`src/cli_defines.svh`:
```
// constants for the camera link initialization sequencer
// Contract
// RULE_01: deserializer answers at 7-bit address 0x3D
// RULE_02: write 0x01 to register rx_port_select
// RULE_03: write remote_target_id to register backchannel_config
// RULE_04: write 0x30 to register remote_serializer_alias
// RULE_05: write 0x34 to register remote_target_id
// RULE_06: write 0x34 to register remote_target_alias
// RULE_07: write 0x7C to register port_link_config
// RULE_08: write 0x01 to register tx_port_select
// RULE_09: write 0x03 to register csi_output_control
// RULE_10: write 0x03 to register forwarding_arbitration
// RULE_11: write 0x00 to register forwarding_control
// RULE_12: serializer setup goes to address 0x18
// RULE_13: write forwarding_arbitration to ref_clock_divider_m, 0x28 to ref_clock_divider_n
// RULE_14: write 0xF0 to serializer register pin_direction
// RULE_15: write 0x01 to pin_output_value, releasing imager reset
// RULE_16: imager then reachable at address 0x1A
// RULE_17: imager setup only after link setup done
// RULE_18: per camera, select port via 0x3A first
// RULE_19: no writes before all supplies are good
// RULE_20: listed order, single-byte writes, acknowledge required
`ifndef CLI_DEFINES_SVH
`define CLI_DEFINES_SVH

// ----------------------------------------
// target addresses (7-bit)
// ----------------------------------------
`define CLI_ADDR_DESER 7'h3D
`define CLI_ADDR_SER 7'h18
`define CLI_ADDR_IMAGER 7'h1A

// ----------------------------------------
// register offsets
// ----------------------------------------
`define CLI_REG_PORT_SELECT_MULTI 8'h3A
`define CLI_REG_RX_PORT_SELECT 8'h4C
`define CLI_REG_BACKCHANNEL_CONFIG 8'h58
`define CLI_REG_REMOTE_SERIALIZER_ALIAS 8'h5C
`define CLI_REG_REMOTE_TARGET_ID 8'h5D
`define CLI_REG_REMOTE_TARGET_ALIAS 8'h65
`define CLI_REG_PORT_LINK_CONFIG 8'h6D
`define CLI_REG_TX_PORT_SELECT 8'h32
`define CLI_REG_CSI_OUTPUT_CONTROL 8'h33
`define CLI_REG_FORWARDING_ARBITRATION 8'h21
`define CLI_REG_FORWARDING_CONTROL 8'h20
`define CLI_REG_REF_CLOCK_DIVIDER_M 8'h06
`define CLI_REG_REF_CLOCK_DIVIDER_N 8'h07
`define CLI_REG_PIN_DIRECTION 8'h0E
`define CLI_REG_PIN_OUTPUT_VALUE 8'h0D

// ----------------------------------------
// values written
// ----------------------------------------
`define CLI_VAL_RX_PORT_SELECT 8'h01
`define CLI_VAL_BACKCHANNEL_CONFIG 8'h5D
`define CLI_VAL_REMOTE_SERIALIZER_ALIAS 8'h30
`define CLI_VAL_REMOTE_TARGET_ID 8'h34
`define CLI_VAL_REMOTE_TARGET_ALIAS 8'h34
`define CLI_VAL_PORT_LINK_CONFIG 8'h7C
`define CLI_VAL_TX_PORT_SELECT 8'h01
`define CLI_VAL_CSI_OUTPUT_CONTROL 8'h03
`define CLI_VAL_FORWARDING_ARBITRATION 8'h03
`define CLI_VAL_FORWARDING_CONTROL 8'h00
`define CLI_VAL_REF_CLOCK_DIVIDER_M 8'h21
`define CLI_VAL_REF_CLOCK_DIVIDER_N 8'h28
`define CLI_VAL_PIN_DIRECTION 8'hF0
`define CLI_VAL_PIN_OUTPUT_VALUE 8'h01

// ----------------------------------------
// sequence and timing
// ----------------------------------------
`define CLI_STEP_COUNT 5'd15
`define CLI_STEP_W 5
`define CLI_CLK_HZ 125000000
`define CLI_SCL_HZ 1000000
// quarter-bit enable period, rounded up so the clock never beats its nominal rate
`define CLI_QTR_CYCLES ((`CLI_CLK_HZ + `CLI_SCL_HZ * 4 - 1) / (`CLI_SCL_HZ * 4))
`define CLI_QTR_W 10
// longest clock stretch tolerated, in quarter ticks, before a write is abandoned
`define CLI_STALL_LIMIT 10'h3FF
`define CLI_STALL_W 10

`endif

```
`src/cli_pkg.sv`:
```
// types for the camera link initialization sequencer
package cli_pkg;

    typedef struct packed {
        logic [6:0] addr;
        logic [7:0] reg_addr;
        logic [7:0] data;
    } cli_write_s;

    typedef struct packed {
        logic scl_in;
        logic sda_in;
    } cli_pins_in_s;

    typedef struct packed {
        logic scl_out;
        logic scl_oe_n;
        logic sda_out;
        logic sda_oe_n;
    } cli_pins_out_s;

    typedef struct packed {
        logic busy;
        logic done;
        logic error;
        logic [4:0] step;
        logic [1:0] port;
    } cli_status_s;

    typedef enum logic [6:0] {
        CLI_IDLE = 7'b0000001,
        CLI_START = 7'b0000010,
        CLI_BITS = 7'b0000100,
        CLI_ACK = 7'b0001000,
        CLI_STOP = 7'b0010000,
        CLI_DONE = 7'b0100000,
        CLI_FAIL = 7'b1000000
    } cli_state_e;

endpackage : cli_pkg

```
`src/cli_init.sv`:
```
// i2c initialization sequencer for the coax camera link, host side
`include "cli_defines.svh"

module cli_init (
    input wire logic clk_sys,
    input wire logic reset,
    input wire logic power_good,
    input wire logic start,
    input wire logic [1:0] port_sel,
    input wire cli_pkg::cli_pins_in_s pins_in,
    output cli_pkg::cli_pins_out_s pins_out,
    output cli_pkg::cli_status_s status,
    output logic imager_ready
);
    import cli_pkg::*;

    // ----------------------------------------
    // write table
    // ----------------------------------------
    function automatic cli_write_s step_entry(input logic [4:0] idx, input logic [1:0] port);
        cli_write_s w;
        w.addr = `CLI_ADDR_DESER; // RULE_01
        w.reg_addr = 8'h00;
        w.data = 8'h00;
        unique case (idx)
            5'd0: begin
                // select the camera port first so later writes land on it
                w.reg_addr = `CLI_REG_PORT_SELECT_MULTI; // RULE_18
                w.data = {6'h00, port};
            end
            5'd1: begin
                w.reg_addr = `CLI_REG_RX_PORT_SELECT; // RULE_02
                w.data = `CLI_VAL_RX_PORT_SELECT;
            end
            5'd2: begin
                w.reg_addr = `CLI_REG_BACKCHANNEL_CONFIG; // RULE_03
                w.data = `CLI_VAL_BACKCHANNEL_CONFIG;
            end
            5'd3: begin
                w.reg_addr = `CLI_REG_REMOTE_SERIALIZER_ALIAS; // RULE_04
                w.data = `CLI_VAL_REMOTE_SERIALIZER_ALIAS;
            end
            5'd4: begin
                w.reg_addr = `CLI_REG_REMOTE_TARGET_ID; // RULE_05
                w.data = `CLI_VAL_REMOTE_TARGET_ID;
            end
            5'd5: begin
                w.reg_addr = `CLI_REG_REMOTE_TARGET_ALIAS; // RULE_06
                w.data = `CLI_VAL_REMOTE_TARGET_ALIAS;
            end
            5'd6: begin
                w.reg_addr = `CLI_REG_PORT_LINK_CONFIG; // RULE_07
                w.data = `CLI_VAL_PORT_LINK_CONFIG;
            end
            5'd7: begin
                w.reg_addr = `CLI_REG_TX_PORT_SELECT; // RULE_08
                w.data = `CLI_VAL_TX_PORT_SELECT;
            end
            5'd8: begin
                w.reg_addr = `CLI_REG_CSI_OUTPUT_CONTROL; // RULE_09
                w.data = `CLI_VAL_CSI_OUTPUT_CONTROL;
            end
            5'd9: begin
                w.reg_addr = `CLI_REG_FORWARDING_ARBITRATION; // RULE_10
                w.data = `CLI_VAL_FORWARDING_ARBITRATION;
            end
            5'd10: begin
                w.reg_addr = `CLI_REG_FORWARDING_CONTROL; // RULE_11
                w.data = `CLI_VAL_FORWARDING_CONTROL;
            end
            5'd11: begin
                w.addr = `CLI_ADDR_SER; // RULE_12
                w.reg_addr = `CLI_REG_REF_CLOCK_DIVIDER_M; // RULE_13
                w.data = `CLI_VAL_REF_CLOCK_DIVIDER_M;
            end
            5'd12: begin
                w.addr = `CLI_ADDR_SER;
                w.reg_addr = `CLI_REG_REF_CLOCK_DIVIDER_N; // RULE_13
                w.data = `CLI_VAL_REF_CLOCK_DIVIDER_N;
            end
            5'd13: begin
                w.addr = `CLI_ADDR_SER;
                w.reg_addr = `CLI_REG_PIN_DIRECTION; // RULE_14
                w.data = `CLI_VAL_PIN_DIRECTION;
            end
            5'd14: begin
                w.addr = `CLI_ADDR_SER;
                w.reg_addr = `CLI_REG_PIN_OUTPUT_VALUE; // RULE_15
                w.data = `CLI_VAL_PIN_OUTPUT_VALUE;
            end
            default: begin
                w.addr = `CLI_ADDR_DESER;
            end
        endcase
        return w;
    endfunction : step_entry

    // ----------------------------------------
    // quarter-bit enable divider
    // ----------------------------------------
    localparam logic [`CLI_QTR_W-1:0] QTR_LAST = `CLI_QTR_W'(`CLI_QTR_CYCLES - 1);
    logic [`CLI_QTR_W-1:0] div_q, div_d;
    logic tick;

    always_comb begin
        tick = (div_q == QTR_LAST);
        div_d = tick ? '0 : div_q + `CLI_QTR_W'(1);
    end

    always_ff @(posedge clk_sys) begin
        if (reset) begin
            div_q <= '0;
        end else begin
            div_q <= div_d;
        end
    end

    // ----------------------------------------
    // sequencer and bit engine
    // ----------------------------------------
    cli_state_e state_q, state_d;
    logic [4:0] step_q, step_d;
    logic [1:0] byte_q, byte_d;
    logic [2:0] bit_q, bit_d;
    logic [1:0] phase_q, phase_d;
    logic [1:0] port_q, port_d;
    logic scl_q, scl_d;
    logic sda_q, sda_d;
    logic ready_q, ready_d;
    cli_write_s cur;
    logic [7:0] cur_byte;

    always_comb begin
        cur = step_entry(step_q, port_q);
        unique case (byte_q)
            2'd0: cur_byte = {cur.addr, 1'b0};
            2'd1: cur_byte = cur.reg_addr;
            default: cur_byte = cur.data;
        endcase
    end

    // ----------------------------------------
    // clock stretch watch
    // ----------------------------------------
    // a target may hold the clock low: phases wait for it, but a stuck wire
    // must not hang the sequence, so a long stall abandons the write
    logic stretch;
    logic adv;
    logic stall_over;
    logic [`CLI_STALL_W-1:0] stall_q, stall_d;

    always_comb begin
        stretch = scl_q && !pins_in.scl_in;
        adv = tick && !stretch;
        stall_over = (stall_q == `CLI_STALL_LIMIT);
        stall_d = '0;
        if (stretch) begin
            stall_d = stall_q;
            if (tick && !stall_over) begin
                stall_d = stall_q + `CLI_STALL_W'(1);
            end
        end
    end

    always_ff @(posedge clk_sys) begin
        if (reset) begin
            stall_q <= '0;
        end else begin
            stall_q <= stall_d;
        end
    end

    always_comb begin
        state_d = state_q;
        step_d = step_q;
        byte_d = byte_q;
        bit_d = bit_q;
        phase_d = phase_q;
        port_d = port_q;
        scl_d = scl_q;
        sda_d = sda_q;
        ready_d = ready_q;
        unique case (state_q)
            CLI_IDLE: begin
                scl_d = 1'b1;
                sda_d = 1'b1;
                if (start && power_good) begin // RULE_19
                    port_d = port_sel;
                    step_d = '0;
                    ready_d = 1'b0;
                    phase_d = '0;
                    state_d = CLI_START;
                end
            end
            CLI_START: begin
                if (adv) begin
                    phase_d = phase_q + 2'd1;
                    unique case (phase_q)
                        2'd0: sda_d = 1'b0;
                        2'd1: scl_d = 1'b0;
                        2'd2: begin
                        end
                        default: begin
                            byte_d = '0;
                            bit_d = 3'd7;
                            phase_d = '0;
                            state_d = CLI_BITS;
                        end
                    endcase
                end
            end
            CLI_BITS: begin
                if (adv) begin
                    phase_d = phase_q + 2'd1;
                    unique case (phase_q)
                        2'd0: sda_d = cur_byte[bit_q];
                        2'd1: scl_d = 1'b1;
                        2'd2: begin
                        end
                        default: begin
                            scl_d = 1'b0;
                            bit_d = bit_q - 3'd1;
                            if (bit_q == 3'd0) begin
                                state_d = CLI_ACK;
                            end
                        end
                    endcase
                end
            end
            CLI_ACK: begin
                if (adv) begin
                    phase_d = phase_q + 2'd1;
                    unique case (phase_q)
                        2'd0: sda_d = 1'b1;
                        2'd1: scl_d = 1'b1;
                        2'd2: begin
                            // nack aborts the whole sequence
                            if (pins_in.sda_in) begin // RULE_20
                                state_d = CLI_FAIL;
                                scl_d = 1'b1;
                            end
                        end
                        default: begin
                            scl_d = 1'b0;
                            sda_d = 1'b0;
                            phase_d = '0;
                            if (byte_q == 2'd2) begin
                                state_d = CLI_STOP;
                            end else begin
                                byte_d = byte_q + 2'd1;
                                bit_d = 3'd7;
                                state_d = CLI_BITS;
                            end
                        end
                    endcase
                end
            end
            CLI_STOP: begin
                if (adv) begin
                    phase_d = phase_q + 2'd1;
                    unique case (phase_q)
                        2'd0: sda_d = 1'b0;
                        2'd1: scl_d = 1'b1;
                        2'd2: sda_d = 1'b1;
                        default: begin
                            phase_d = '0;
                            if (step_q == `CLI_STEP_COUNT - 5'd1) begin
                                state_d = CLI_DONE;
                            end else begin
                                step_d = step_q + 5'd1; // RULE_20
                                state_d = CLI_START;
                            end
                        end
                    endcase
                end
            end
            CLI_DONE: begin
                // imager traffic may only follow once every link write is acked
                ready_d = 1'b1; // RULE_17 RULE_16
                if (start && power_good) begin
                    port_d = port_sel;
                    step_d = '0;
                    ready_d = 1'b0;
                    state_d = CLI_START;
                end
            end
            CLI_FAIL: begin
                scl_d = 1'b1;
                sda_d = 1'b1;
                if (start && power_good) begin
                    port_d = port_sel;
                    step_d = '0;
                    phase_d = '0;
                    state_d = CLI_START;
                end
            end
            default: state_d = CLI_IDLE;
        endcase
        if (stall_over && status.busy) begin
            state_d = CLI_FAIL;
            scl_d = 1'b1;
            sda_d = 1'b1;
        end
    end

    always_ff @(posedge clk_sys) begin
        if (reset) begin
            state_q <= CLI_IDLE;
            step_q <= '0;
            byte_q <= '0;
            bit_q <= 3'd7;
            phase_q <= '0;
            port_q <= '0;
            scl_q <= 1'b1;
            sda_q <= 1'b1;
            ready_q <= 1'b0;
        end else begin
            state_q <= state_d;
            step_q <= step_d;
            byte_q <= byte_d;
            bit_q <= bit_d;
            phase_q <= phase_d;
            port_q <= port_d;
            scl_q <= scl_d;
            sda_q <= sda_d;
            ready_q <= ready_d;
        end
    end

    // ----------------------------------------
    // pins and status
    // ----------------------------------------
    // open drain: enable low pulls the wire low, released otherwise
    assign pins_out.scl_out = 1'b0;
    assign pins_out.sda_out = 1'b0;
    assign pins_out.scl_oe_n = scl_q;
    assign pins_out.sda_oe_n = sda_q;
    assign status.busy = !(state_q inside {CLI_IDLE, CLI_DONE, CLI_FAIL});
    assign status.done = (state_q == CLI_DONE);
    assign status.error = (state_q == CLI_FAIL);
    assign status.step = step_q;
    assign status.port = port_q;
    assign imager_ready = ready_q;

endmodule : cli_init

```
`config.mk`:
```
export PLATFORM = sky130hd
export DESIGN_NAME = cli_init
export DESIGN_NICKNAME = d
export VERILOG_FILES = /design/src/cli_pkg.sv /design/src/cli_init.sv
export VERILOG_INCLUDE_DIRS = /design/src
export SDC_FILE = /design/constraint.sdc
export NUM_CORES = 1
export LEC_CHECK = 0
export ABC_AREA = 1
export ABC_CLOCK_PERIOD_IN_PS = 3100
export BUFFER_PORTS_ARGS = -buffer_cell sky130_fd_sc_hd__buf_4
export CORE_UTILIZATION = 35
export DETAILED_ROUTE_END_ITERATION = 8
export REMOVE_ABC_BUFFERS = 1
export SLEW_MARGIN = 15
export SYNTH_ARGS = -nofsm -noshare
export SYNTH_HDL_FRONTEND = slang
export SYNTH_SLANG_ARGS = --single-unit
```
`constraint.sdc`:
```
create_clock -name clk_sys -period 3.1 [get_ports clk_sys]
set_clock_uncertainty 0.1 [all_clocks]
set_input_delay 0 -clock clk_sys [delete_from_list [all_inputs] [get_ports clk_sys]]
set_output_delay 0 -clock clk_sys [all_outputs]
set_load 0.005 [all_outputs]
```
==> impl.org <==
** Synth
- In this run the cell area of the synthesized design comes to between 0.003 and 0.004 sq mm.
- The share of synthesized area in the top cell type comes to 0.287.
- Ranking of synthesized cells by area :: dfxtp_1, nand2_1, inv_1
- Of all cell types, the one taking the most synthesized area is dfxtp_1.
- Count of flip-flops with a built-in enable after synthesis :: 0
- In this run the mean area of a mapped cell was between 6 and 7 sq um.
- Share of the yosys chip area belonging to registers :: 0.287
- FF+latch count, synth :: between 40 and 50
- Main flop type after synthesis :: dfxtp_1
- After synthesis, the most frequently instantiated cells are nand2_1, inv_1, nor2_1.
- By instance count, the leading cell after synthesis is nand2_1.
- During synthesis, Yosys emitted a total of 0 warnings.
- Synth async-reset ratio :: 0
- Netlist cell types :: 39
- After technology mapping, the gate count stands at approximately 490.

** Worst setup path
- Number of stages on the worst setup path :: 16
- For this design, the slowest cell found on the critical path is dfxtp_1.
- In this design, the stage delay of the slowest critical-path cell is between 0.4 and 0.5 ns.
- Maximum fanout along the worst path :: 6
- Reg-to-Reg End :: sda_q
- Category of the worst setup path launch point :: flop
- Reg-to-reg slack, setup :: 0.81 ns
- Number of buffer and inverter instances along the worst setup path :: 1
- Data on the critical path is required at its endpoint by 3.20 ns.
- Kind of cell with the highest combined delay on the critical path :: simple AND/OR/NAND/NOR gates
- Data arrival at the endpoint of the critical path :: roughly 2.4 ns
- Walking the worst path, the cells encountered are inv_1 > ha_1 > o21ai_0 > nor2_1 > nor2_2 > nand2_1 > nor2_1 > nor2_1 > nand2_1 > nand3_1 > nand2_1 > nand2_1 > nand2_1 > nand2_1 > nand2_1 > nand2_1.
- Sort of element at the end of the critical path :: flop
- Depth of the worst register-to-register path :: 16
- The most numerous cell type found on the critical path is nand2_1.
- WS Path Type :: flop to flop
- Critical R2R Launch :: step_q[0]

** Clocking
- H-tree depth reported by CTS :: 2
- Hold repair after CTS inserted 3 buffers.
- Clock tree synthesis inserted a total of 5 buffers.
- Number of buffers inserted to repair setup after CTS :: 0
- TritonCTS built the clock tree.
- CTS Buffer Depth :: 2
- Post-cts resize count :: 0
- For the worst-skew pair, the clock arrives at the later sink with an insertion delay of about 0.30 ns.
- The clock drives 44 sinks.
- After clock tree synthesis, the clock-pin slew on the worst setup and hold paths is around 0.08 ns.
- The tree is rooted in a clkbuf_8.

** Timing
- Maximum operating frequency :: ~440 MHz
- Final worst path period share :: 0.739
- The clock period could shrink to 2.29 ns.
- Pins over their slew limit :: 0
- Final hold violation count :: 0
- Setup violations remaining at the end of the flow were counted as 0.
- Setup tns final :: 0 ns
- Setup repair after global routing left no endpoint under its margin.

** Outcome
- The run finished with clean final reports.

** Global route
- Entering global routing, the biggest net connects 14 pins.
- Wire length of the first global-routing pass :: approximately 12000 microns
- Number of global-route vias before repair :: between 2000 and 3000
- Overall global routing resource usage :: 0.172
- Number of antenna violations at the first check in global routing :: 0
- Global route overflow :: 0

** Detailed routing
- Mean routed wirelength per cell :: about 11 microns
- Number of DRC markers after the initial detailed-route iteration :: 117
- Met2 wire len :: approximately 3300 microns
- Met3 wire len :: 297 microns
- Remaining antenna violation count after routing :: 0
- The highest layer touched by signal routing is met4.
- Total routed wire length on the met1 layer :: between 3000 and 4000 microns
- DR vias/cell :: between 4 and 5
- The routed layout has between 3000 and 4000 vias.
- In the routed design, unresolved DRC markers number 0.
- The routed design has between 7000 and 8000 microns of wire.
- First-pass iteration count of the detailed router :: 4

** Layout
- After filler insertion, the fill cell instance count of the layout stands at 890.
- Number of nets at the end of the flow :: 540
- Area taken by flip-flops and latches :: just under 900 sq um
- Antenna Cells :: 0
- In the final layout, the share of cells above drive strength 1 is 0.128.
- Once layout is complete, the utilization of the core stands at 0.417.
- Layout overhead on the synthesized area :: 13.4%
- For this run, the number of standard cells in the final layout without fillers is a little over 600.
- Total area of multi-input combinational cells :: 0.00184 sq mm

** Placement
- Number of buffer cells added on primary ports :: 20
- Once placement completed, the tool counted placed cells totaling 612.
- Final Wtd Congestion :: approximately 0.9
- Post-detailed-placement half-perimeter wirelength :: around 5700 microns

** Flow run
- The tool flagged a number of max-cap violations equal to 0.

** Die
- Number of ports placed on the die boundary :: 23
- The floorplan step defined a die boundary enclosing 0.00914 sq mm.
- Measured along the y axis, the die boundary spans around 96 microns.
- Effective utilization at floorplan :: 0.368
- Measured along the x axis, the die boundary spans between 90 and 100 microns.
- Cell row count :: 33
- Floorplan core area :: 0.00834 sq mm

** Hold path
- Launch point of the worst hold path :: pins_in[1]
- Worst hold endpoint :: stall_q[2]
- Type of the worst min-delay path :: primary input to flop
- Hold-critical path depth :: 6

** Power and ir drop
- IR drop worst, VDD :: ~0.00023 V
- Power per unit of standard cell area :: about 580 mW/mm^2
- For this design the static power due to leakage is between 1.5 and 2 nW.
[worst register-to-register path: stages, from the launching register on]
cell and delay, ns:
dfxtp_1 0.43, inv_1 0.11, ha_1 0.23, o21ai_0 0.39
nor2_1 0.13, nor2_2 0.18, nand2_1 0.07, nor2_1 0.09
nor2_1 0.05, nand2_1 0.06, nand3_1 0.06, nand2_1 0.06
nand2_1 0.04, nand2_1 0.05, nand2_1 0.05, nand2_1 0.07
nand2_1 0.04
[report_power, final]
group	internal [mW]	switching (mW)	total [mW]	leakage, nW
clock	0.317	0.196	0.513	0.0642
combinational	0.294	0.554	0.848	1.25
sequential	0.621	0.0506	0.672	0.357
total	1.23	0.800	2.03	1.67
[cell type report]
| type | instances | share of cell area |
|---|---|---|
| timing repair buffer | 23 | 0.0518 |
| clock inverter | 2 | 0.0173 |
| clock buffer | 5 | 0.0198 |
| inverter | 84 | 0.0914 |
| tap | 105 | 0.0378 |
| multi-input combinational | 359 | 0.529 |
| sequential | 44 | 0.253 |
[cells in the final DEF, fill, tap and decap left out, types with 2 or more instances in the layout]
| cell | instances |
|---|---|
| o211ai_1 | 3 |
| nand4_2 | 2 |
| xor2_1 | 3 |
| inv_1 | 71 |
| nor2_4 | 3 |
| dlygate4sd3_1 | 3 |
| inv_2 | 11 |
| nand3_1 | 30 |
| nand2_2 | 8 |
| nor3_1 | 14 |
| a21oi_1 | 33 |
| buf_4 | 20 |
| o21bai_1 | 2 |
| bufinv_16 | 2 |
| nor2_1 | 70 |
| dfxtp_1 | 44 |
| o21ai_0 | 20 |
| nor4_1 | 3 |
| nand4_1 | 12 |
| o21ai_1 | 2 |
| nand3_2 | 5 |
| clkbuf_8 | 5 |
| nand2_1 | 116 |
| conb_1 | 2 |
| nor2_2 | 3 |
| ha_1 | 15 |
[through the flow]
| stage | area (sq um) | setup slack (ns) | hold WS (ns) | total power, mW |
|---|---|---|---|---|
| floorplan | 3040 | 1.13 | -0.0309 | 1.29 |
| global placement | 3320 | 0.928 | 0.130 | 1.52 |
| detailed placement | 3320 | 0.829 | 0.132 | 1.52 |
| CTS | 3480 | 0.818 | 0.0791 | 2.04 |
| global route | 3480 | 0.563 | 0.111 | 2.19 |
| finish | 3480 | 0.810 | 0.0888 | 2.03 |
[kinds of logic (layout without fill, tap and decap cells)]
family,count (synthesis),count (layout),synth area share
other cells,1,2,0.00122
flops,44,44,0.287
buf+inv,89,114,0.115
simple gates,273,273,0.407
fa+ha+maj,15,15,0.0612
compound gates,66,66,0.121
xor+xnor,3,3,0.00857
[registers in the layout (all words and copies together) (netlist names)]
name          count
bit_q             3
port_q            2
sda_q             1
imager_ready      1
phase_q           2
stall_q          10
byte_q            2
step_q            5
state_q           7
scl_q             1
div_q            10
[how the worst max path moves through the flow]
stage | start | end | slack [ns]
finish | step_q[0] | sda_q | 0.81
global route | step_q[0] | sda_q | 0.56
global placement | step_q[0] | sda_q | 0.93
CTS | step_q[0] | sda_q | 0.82
detailed placement | step_q[0] | sda_q | 0.83
floorplan | step_q[0] | sda_q | 1.13
[layer usage]
metal	track usage	vias to the layer above
met5	0	-
met4	0.0460	0
met3	0.0327	8
met2	0.293	51
met1	0.221	1334
li1	-	1619
No activity file was read; power rests on OpenSTA's default activity.
